## config.mk

```make
export PLATFORM = sky130hd
export DESIGN_NAME = nco_top
export DESIGN_NICKNAME = d
export VERILOG_FILES = /design/src/rtl/nco_top.v
export VERILOG_INCLUDE_DIRS = /design/src /design/src/rtl
export SDC_FILE = /design/constraint.sdc
export NUM_CORES = 1
export LEC_CHECK = 0
export BUFFER_PORTS_ARGS = -buffer_cell sky130_fd_sc_hd__buf_4
export CAP_MARGIN = 20
export CORE_ASPECT_RATIO = 0.8
export CORE_MARGIN = 4
export CORE_UTILIZATION = 40
export DETAILED_ROUTE_END_ITERATION = 12
export SLEW_MARGIN = 0
export SYNTH_ARGS = -nofsm -noshare
export SYNTH_HDL_FRONTEND = slang
export SYNTH_SLANG_ARGS = --single-unit
```

## constraint.sdc

```tcl
create_clock -name pclk -period 4.7 [get_ports pclk]
set_clock_uncertainty 0.2 [all_clocks]
set_input_delay 0.705 -clock pclk [delete_from_list [all_inputs] [get_ports pclk]]
set_output_delay 0.705 -clock pclk [all_outputs]
set_load 0.1 [all_outputs]
```

## src/rtl/nco_regs.vh

```
`ifndef NCO_REGS_VH
`define NCO_REGS_VH
// ==========================================================
// register byte addresses
`define NCO_ADDR_ACCL     12'h000
`define NCO_ADDR_ACCH     12'h004
`define NCO_ADDR_ACCU     12'h008
`define NCO_ADDR_INCL     12'h00C
`define NCO_ADDR_INCH     12'h010
`define NCO_ADDR_CON      12'h014
`define NCO_ADDR_CLK      12'h018
`define NCO_ADDR_APF      12'h01C
`define NCO_ADDR_PERIPH_FLAG_REG_TWO     12'h020
`define NCO_ADDR_PERIPH_ENABLE_REG_TWO     12'h024
// ==========================================================
// fields
`define NCO_CON_EN        7
`define NCO_CON_OE        6
`define NCO_CON_OUT       5
`define NCO_CON_POL       4
`define NCO_CON_PFM       0
`define NCO_IRQ_BIT       2
`define NCO_APF_SEL       0
`define NCO_CLK_PWS_HI    7
`define NCO_CLK_PWS_LO    5
`define NCO_CLK_CK_HI     1
`define NCO_CLK_CK_LO     0
`define NCO_CON_MASK      8'hF1
`define NCO_CLK_MASK      8'hE3
// ==========================================================
// reset values
`define NCO_INCL_RST      8'h01
`define NCO_INCH_RST      8'h00
`define NCO_BYTE_ZERO     8'h00
`endif

```

## src/rtl/nco_top.v

```verilog
`include "nco_regs.vh"

module nco_top #(
  parameter ACC_W = 20
) (
  input  wire        pclk,
  input  wire        presetn,
  input  wire        psel,
  input  wire        penable,
  input  wire        pwrite,
  input  wire [11:0] paddr,
  input  wire [31:0] pwdata,
  output reg  [31:0] prdata,
  output reg         pready,
  output reg         pslverr,
  input  wire [3:0]  src_clk,
  output reg         osc_pin_a,
  output reg         osc_pin_b,
  output reg         osc_pin_a_oe,
  output reg         osc_pin_b_oe,
  output reg         irq
);

  // ==========================================================
  // registers
  reg  [ACC_W-1:0] phase_accumulator;
  reg  [15:0]      increment_value;
  reg  [7:0]       increment_low;
  reg  [7:0]       increment_high;
  reg  [7:0]       osc_control;
  reg  [7:0]       osc_clock_select;
  reg              osc_pin_select;
  reg              osc_irq_flag;
  reg              osc_irq_enable;
  reg  [3:0]       sync1;
  reg  [3:0]       sync2;
  reg  [3:0]       sync3;
  reg  [7:0]       pulse_cnt;

  wire access   = psel & penable;
  // writes land only at the edge where the master sees pready high
  wire wr       = access & pwrite & pready;
  wire [1:0] ck = osc_clock_select[`NCO_CLK_CK_HI:`NCO_CLK_CK_LO];
  wire [2:0] pws = osc_clock_select[`NCO_CLK_PWS_HI:`NCO_CLK_PWS_LO];
  wire enabled  = osc_control[`NCO_CON_EN];
  // rising edge while second stage is high and third stage is still low
  wire src_tick = sync2[ck] & ~sync3[ck];
  wire step     = enabled & src_tick;
  wire [ACC_W:0] sum = {1'b0, phase_accumulator} + {{(ACC_W-15){1'b0}}, increment_value};
  wire overflow = step & sum[ACC_W];
  wire out_state = osc_control[`NCO_CON_OUT];
  // eight bits so that the widest pulse of 2^7 edges does not wrap to zero
  wire [7:0] pulse_len = 8'h01 << pws;

  wire addr_ok = (paddr == `NCO_ADDR_ACCL) | (paddr == `NCO_ADDR_ACCH) |
                 (paddr == `NCO_ADDR_ACCU) | (paddr == `NCO_ADDR_INCL) |
                 (paddr == `NCO_ADDR_INCH) | (paddr == `NCO_ADDR_CON) |
                 (paddr == `NCO_ADDR_CLK)  | (paddr == `NCO_ADDR_APF) |
                 (paddr == `NCO_ADDR_PERIPH_FLAG_REG_TWO) | (paddr == `NCO_ADDR_PERIPH_ENABLE_REG_TWO);

  // ==========================================================
  // source clock synchroniser
  always @(posedge pclk or negedge presetn) begin
    if (!presetn) begin
      sync1 <= 4'h0;
      sync2 <= 4'h0;
      sync3 <= 4'h0;
    end else begin
      sync1 <= src_clk;
      sync2 <= sync1;
      sync3 <= sync2;
    end
  end

  // ==========================================================
  // increment registers
  always @(posedge pclk or negedge presetn) begin
    if (!presetn) begin
      increment_low   <= `NCO_INCL_RST;
      increment_high  <= `NCO_INCH_RST;
      increment_value <= {`NCO_INCH_RST, `NCO_INCL_RST};
    end else if (wr && paddr == `NCO_ADDR_INCH) begin
      increment_high <= pwdata[7:0];
    end else if (wr && paddr == `NCO_ADDR_INCL) begin
      increment_low   <= pwdata[7:0];
      // buffered value loads as a unit only on the low write
      increment_value <= {increment_high, pwdata[7:0]};
    end
  end

  // ==========================================================
  // accumulator, control and output state
  always @(posedge pclk or negedge presetn) begin
    if (!presetn) begin
      phase_accumulator <= {ACC_W{1'b0}};
      osc_control       <= `NCO_BYTE_ZERO;
      osc_clock_select  <= `NCO_BYTE_ZERO;
      osc_pin_select    <= 1'b0;
      osc_irq_enable    <= 1'b0;
      pulse_cnt         <= 8'h00;
    end else begin
      if (wr && paddr == `NCO_ADDR_ACCL)
        phase_accumulator[7:0] <= pwdata[7:0];
      else if (wr && paddr == `NCO_ADDR_ACCH)
        phase_accumulator[15:8] <= pwdata[7:0];
      else if (wr && paddr == `NCO_ADDR_ACCU)
        phase_accumulator[ACC_W-1:16] <= pwdata[ACC_W-17:0];
      else if (step)
        phase_accumulator <= sum[ACC_W-1:0];
      if (wr && paddr == `NCO_ADDR_CLK)
        osc_clock_select <= pwdata[7:0] & `NCO_CLK_MASK;
      if (wr && paddr == `NCO_ADDR_APF)
        osc_pin_select <= pwdata[`NCO_APF_SEL];
      if (wr && paddr == `NCO_ADDR_PERIPH_ENABLE_REG_TWO)
        osc_irq_enable <= pwdata[`NCO_IRQ_BIT];
      // output bit is hardware-owned; software writes to it are dropped
      if (wr && paddr == `NCO_ADDR_CON)
        osc_control <= {pwdata[7:6], out_state, pwdata[4:0]} & `NCO_CON_MASK;
      if (!enabled) begin
        osc_control[`NCO_CON_OUT] <= 1'b0;
        pulse_cnt <= 8'h00;
      end else if (osc_control[`NCO_CON_PFM]) begin
        // pulse mode: high for 2^pws source clocks after overflow
        if (overflow) begin
          osc_control[`NCO_CON_OUT] <= 1'b1;
          pulse_cnt <= pulse_len;
        end else if (src_tick && pulse_cnt != 8'h00) begin
          pulse_cnt <= pulse_cnt - 8'h01;
          if (pulse_cnt == 8'h01)
            osc_control[`NCO_CON_OUT] <= 1'b0;
        end
      end else if (overflow) begin
        osc_control[`NCO_CON_OUT] <= ~out_state;
      end
    end
  end

  // ==========================================================
  // interrupt flag: set wins over write-one-to-clear
  always @(posedge pclk or negedge presetn) begin
    if (!presetn)
      osc_irq_flag <= 1'b0;
    else if (overflow)
      osc_irq_flag <= 1'b1;
    else if (wr && paddr == `NCO_ADDR_PERIPH_FLAG_REG_TWO && pwdata[`NCO_IRQ_BIT])
      osc_irq_flag <= 1'b0;
  end

  // ==========================================================
  // pins and interrupt output
  always @(posedge pclk or negedge presetn) begin
    if (!presetn) begin
      osc_pin_a    <= 1'b0;
      osc_pin_b    <= 1'b0;
      osc_pin_a_oe <= 1'b0;
      osc_pin_b_oe <= 1'b0;
      irq          <= 1'b0;
    end else begin
      osc_pin_a    <= out_state ^ osc_control[`NCO_CON_POL];
      osc_pin_b    <= out_state ^ osc_control[`NCO_CON_POL];
      osc_pin_a_oe <= osc_control[`NCO_CON_OE] & ~osc_pin_select;
      osc_pin_b_oe <= osc_control[`NCO_CON_OE] & osc_pin_select;
      irq          <= osc_irq_flag & osc_irq_enable;
    end
  end

  // ==========================================================
  // apb slave: one wait state, so pready rises in the access phase's 2nd cycle
  always @(posedge pclk or negedge presetn) begin
    if (!presetn) begin
      pready  <= 1'b0;
      pslverr <= 1'b0;
      prdata  <= 32'h00000000;
    end else begin
      pready  <= access & ~pready;
      pslverr <= access & ~pready & ~addr_ok;
      prdata  <= 32'h00000000;
      if (access && !pready && !pwrite) begin
        case (paddr)
          `NCO_ADDR_ACCL: prdata[7:0] <= phase_accumulator[7:0];
          `NCO_ADDR_ACCH: prdata[7:0] <= phase_accumulator[15:8];
          `NCO_ADDR_ACCU: prdata[ACC_W-17:0] <= phase_accumulator[ACC_W-1:16];
          `NCO_ADDR_INCL: prdata[7:0] <= increment_low;
          `NCO_ADDR_INCH: prdata[7:0] <= increment_high;
          `NCO_ADDR_CON:  prdata[7:0] <= osc_control;
          `NCO_ADDR_CLK:  prdata[7:0] <= osc_clock_select;
          `NCO_ADDR_APF:  prdata[`NCO_APF_SEL] <= osc_pin_select;
          `NCO_ADDR_PERIPH_FLAG_REG_TWO: prdata[`NCO_IRQ_BIT] <= osc_irq_flag;
          `NCO_ADDR_PERIPH_ENABLE_REG_TWO: prdata[`NCO_IRQ_BIT] <= osc_irq_enable;
          default:        prdata <= 32'h00000000;
        endcase
      end
    end
  end

endmodule

```

Word-level counts from Yosys, hierarchy flattened. Index checks and enable logic that the tools add are counted. W data, S select, Z words.

Memory bits (writable): 0. Bits in read-only memories: 0. Bits of input ports: 53. Memories: 0. Bits in registers: 99. Bits in latches: 0.

Multiply operators: 0. Divide/modulo/power cells: 0. Equality and inequality tests: 15. Shifts and indexed selects: 1. Reductions and logical operators: 27. Bitwise gates (word level): 29. Multiplexer cells: 28. Add/subtract/negate cells: 2. Order comparisons: 1.

Operator list (count): $mux W8 (8); $eq A12 B5 Y1 const B (4); $eq A12 B4 Y1 const B (2); $eq A12 B6 Y1 const B (2); $pmux W4 S6 (1); $add A20 B16 Y21 (1); $mux W20 (1); $mux W16 (1); $logic_and A1 B1 Y1 (14); $eq A12 B3 Y1 const B (1); $logic_not A12 Y1 (1); $and A1 B1 Y1 (11); $mux W1 (10); $or A1 B1 Y1 (9); $reduce_and A3 Y1 (3); $eq A8 B1 Y1 const B (1); $ne A2 B2 Y1 const B (4); $not A1 Y1 (8); $pmux W1 S8 (1); $reduce_bool A2 Y1 (4); $reduce_bool A8 Y1 (1); $shl A1 B3 Y8 const A (1); $sub A8 B1 Y8 const B (1); $pmux W1 S7 (1); 9 further kinds (12).

Depth between registers and ports, before layout.
Depth after elaboration: 12. Gate-level depth with buffers: 11. Gate-level depth less buffers: 9.

Worst setup path before layout. OpenSTA, ideal clock, no wires.

Kind: input-to-reg. Start: input port paddr[9]. End: register phase_accumulator[19]. Path buffers: 1. Stages on the path: 8. Library setup time: 0.124 ns. Data arrival time: 2.498 ns. Slack: 1.878 ns. Cells stage by stage: or4_4 > nor4_4 > and3_1 > buf_2 > o31a_4 > nor2_2 > and4b_1 > a211o_1.

Cells in the longest elaborated chain, start to end: 4. Elaborated cells on any way between the ends: 11. Those cells by class: 2 x eq/ne; 1 x mux; 2 x bitwise; 6 x reduce/logical.

RTL lines: start, declared (RTL line nco_top.v:11) `input wire [11:0] paddr,`; $eq A12 B4 Y1 (tied with other cells); $logic_and A1 B1 Y1 (no line); $reduce_bool A2 Y1 (no line) or $not A1 Y1 (tied branches); $reduce_and A3 Y1 (no line); end signal, assigned (RTL line nco_top.v:95) `phase_accumulator <= {ACC_W{1'b0}};`; end signal, assigned by index (RTL line nco_top.v:107) `phase_accumulator[ACC_W-1:16] <= pwdata[ACC_W-17:0];`; end signal, assigned (RTL line nco_top.v:109) `phase_accumulator <= sum[ACC_W-1:0];`; end, declared (RTL line nco_top.v:26) `reg [ACC_W-1:0] phase_accumulator;`.

Several ways; a longest one is shown, not always the timed one. A chain may end at the register's enable or synchronous reset.

Worst setup path after layout. Ends and elaborated chain as after synthesis.

==> impl_summary.md <==
Detailed routing
In the final routed layout, each cell accounts on average for 18.64 µm. For this block, the via count after detailed routing is 4,046. After detailed routing, the total wire length is 13.33 mm. The post-detailed-route count of antenna-violating nets is 0.

After detailed routing, the number of vias per cell comes to 5.659. The residual DRC count is 0. The first TritonRoute pass finished after 8 iterations. The number of DRC violations after detailed-routing iteration 0 is 307.

Setup path
The nature of the critical path startpoint is a primary input. For the worst setup path, the data arrival time is 3310 ps. The element type at the critical path end is a flop. The required time at the endpoint of the critical path is 4730 ps.

By startpoint and endpoint, the worst setup path is classified as in -> reg. The worst-path maximum fanout is 15.

Timing
The part of the cycle the worst path needs is 69.88%. In this run the tightest slew margin relative to its limit is 35.09%. The number of hold violations in the final report is 0. The final count of negative-setup-slack endpoints is 0. Setup repair after global routing left no endpoint under its margin.

The final number of max-transition violations is 0. Derived from the worst setup path, the maximum achievable clock frequency is 0.3045 GHz. Adding up every negative setup slack in the final design gives 0 ps. The worst path needs 3284 ps of the cycle, external delays included. The slew at the pin closest to its max-slew limit is 972.6 ps.

Clocking
The number of clock sinks seen by CTS is 91. The TritonCTS buffer count is 9. The number of setup buffers added after CTS is 0. Clock tree synthesis selected as its root buffer the cell clkbuf_16. For this design, the CTS-stage hold fixing added 0 buffers. Post-CTS repair changed the size of 0 cells. The TritonCTS clock tree is done. The number of H-tree branching levels is 3.

At the later pin of the worst-skew pair, clock insertion delay measures 350 ps. Clock-pin slew was measured on the worst setup and hold paths at 60 ps. The clock passes through at most 2 buffers.

Yosys
After synthesis, the largest family of logic cells by area is compound AO/OA/AOI/OAI gates. Yosys attributes the largest share of cell area to dfrtp_1 43%, mux2_2 7.8%, ha_1 4.6%. The combined area of all synthesized cells is 0.005206 mm².

After synthesis, the most frequently instantiated cells are 90 x dfrtp_1, 36 x mux2_2, 35 x nand2_1. The per-instance average area after synthesis is 10.35 µm². The post-synthesis share of cell area spent on and, or, nand and nor gates is 15.33%. The cell count after synthesis is 503. The proportion of synthesized flip-flops having asynchronous set or reset is 100.0%.

The most instantiated flip-flop cell in the synthesis netlist is dfrtp_1. In the synthesized netlist, mux cells make up 9.950% of the area. In the post-synthesis netlist, the cell with the most instances is dfrtp_1.

Of the synthesized area, sequential elements account for 43.76%. Yosys printed 0 warnings. The fraction of synthesized cell area in xor and xnor cells is 2.019%.

The post-synthesis share of cell area spent on full adders, half adders and majority gates is 4.951%. The area share of the largest cell type after synthesis is 43.26%. The distinct cell type count after synthesis is 64. The synthesized-area fraction occupied by ao, oa, aoi and oai cells is 18.14%. The number of enable flip-flop cells after synthesis is 0. The largest area contributor in the synthesized netlist is dfrtp_1. The number of synthesized register bits is 91.

Final layout
The final cell area excluding filler cells is 0.005903 mm². The layout has 1,154 filler cells. Cells with a size suffix above 1 make up 21.14% of the layout.

The number of antenna diodes in the final layout is 0. At the end of the flow, the number of nets in the layout was 612. Leaving out filler cells and counting taps, the final layout contains 715.

The area growth from synthesis to final layout is 13.39%.

Place
The count of buffers added on input and output ports is 43. In this run, placement finished with an instance count of 699. The weighted congestion at the end of routability-driven global placement is 0.8578. The placed cell area is 0.005574 mm².

Detailed placement finished with a half-perimeter wire length of 9.820 mm.

Global route
The number of antenna violations at the first check in global routing is 0. The largest net degree at the start of global routing is 58. The total congestion overflow after global routing is 0. The first-pass GRT wire length is 21.96 mm. The number of global-route vias before repair is 3,989. The overall global routing resource usage is 19.08%.

Floorplanning
The floorplan step defined a die boundary enclosing 0.01492 mm². The initial utilization of the core area, before any placement, comes to 41.88%. The horizontal extent of the die is 135.6 µm. The row count is 36.

The overall die height is 110.0 µm. In this run the standard cell core region covers 0.01243 mm². Pin placement for this block handled 92 I/O pins.

Pwr
The peak supply drop is 0.0001561 V. For this design the ratio of total power to cell area is 295.4 mW/mm². The total design power is 1.744 mW.

The leakage power summed over all cells is 2.814 nW.

Worst hold path
The worst hold path belongs to the class reg -> reg.

Job
The max-capacitance violation count is 0.

Status
The run finished with clean final reports.
## cell type report
type / instances / area (µm²) / share of cell area, %
inverters: 8 / 30.03 / 0.5087
flip-flops and latches: 91 / 2278 / 38.60
repair buffers: 45 / 337.8 / 5.723
clock inverters: 5 / 86.33 / 1.462
clock buffers: 11 / 242.7 / 4.112
well taps: 171 / 214.0 / 3.624
multi-input cells: 384 / 2714 / 45.97
## metrics by stage
stage / utilization [%] / setup slack [ps] / hold slack (ps)
global placement: 44.84 / 1168 / 134.7
detailed placement: 44.84 / 1125 / 134.7
floorplan: - / 1878 / 131.2
finish: 47.48 / 1416 / 148.5
CTS: 47.48 / 1471 / 150.1
global route: 47.48 / 1267 / 157.5
## kinds of logic after synthesis
group | after synthesis
buffers and inverters | 51
other | 1
adder cells (fa/ha/maj) | 20
AO/OA/AOI/OAI | 140
XOR/XNOR | 12
flip-flops | 91
multiplexers | 46
AND/OR/NAND/NOR | 142
## worst paths after layout
path,start,endpoint,slack (ps),cells after the start
min reg2reg,sync1[1],sync2[1],150,0
max in group asynchronous,presetn,prdata[5],3150,2
max,paddr[9],phase_accumulator[19],1420,8
min in group asynchronous,presetn,sync1[3],220,1
min,sync1[1],sync2[1],150,0
max reg2reg,phase_accumulator[0],pulse_cnt[0],1430,10
## state kept, by name, indices dropped and copies added (netlist names), 5 cells and up
register           flops
phase_accumulator     20
osc_clock_select       5
osc_control            5
increment_high         8
pulse_cnt              8
prdata                 8
increment_value       16
## critical path: stages
cell and delay [ps]:
buf_4 100, or4_4 560, nor4_4 390, and3_1 670
o31a_4 350, nor2_2 80, and4b_1 190, a211o_1 260
## layer usage
| metal | track usage (%) | part of all wire [%] | routed length, µm | vias up |
|---|---|---|---|---|
| li1 | - | - | - | 1891 |
| met1 | 28.31 | 49 | 6496 | 1980 |
| met2 | 28.16 | 43 | 5743 | 161 |
| met3 | 4.401 | 7.0 | 933 | 14 |
| met4 | 4.964 | 1.2 | 158 | 0 |
| met5 | 0 | 0 | 0 | - |
## layout by cell type (no fill, tap or decap), types with 6 or more instances in the layout
| cell | n |
|---|---|
| a22oi_1 | 12 |
| nand2_1 | 35 |
| ha_1 | 19 |
| clkbuf_16 | 9 |
| or3_1 | 6 |
| and3_1 | 6 |
| nor2_1 | 31 |
| inv_1 | 8 |
| o21ai_0 | 33 |
| and2_1 | 6 |
| mux2_2 | 36 |
| a21o_1 | 9 |
| conb_1 | 24 |
| a21oi_1 | 30 |
| nand3_1 | 9 |
| dfrtp_1 | 90 |
| nor3_1 | 8 |
| a21boi_0 | 6 |
| xor2_1 | 8 |
| mux2i_1 | 9 |
| buf_4 | 45 |
## report_power, final
part | leakage, nW | switching (mW) | internal [mW]
Clock | 0.160 | 0.311 | 0.484
Combinational | 1.47 | 0.132 | 0.0242
Sequential | 1.18 | 0.00259 | 0.790
Total | 2.81 | 0.446 | 1.30
Note: power is estimated with default switching activity, not from simulation.
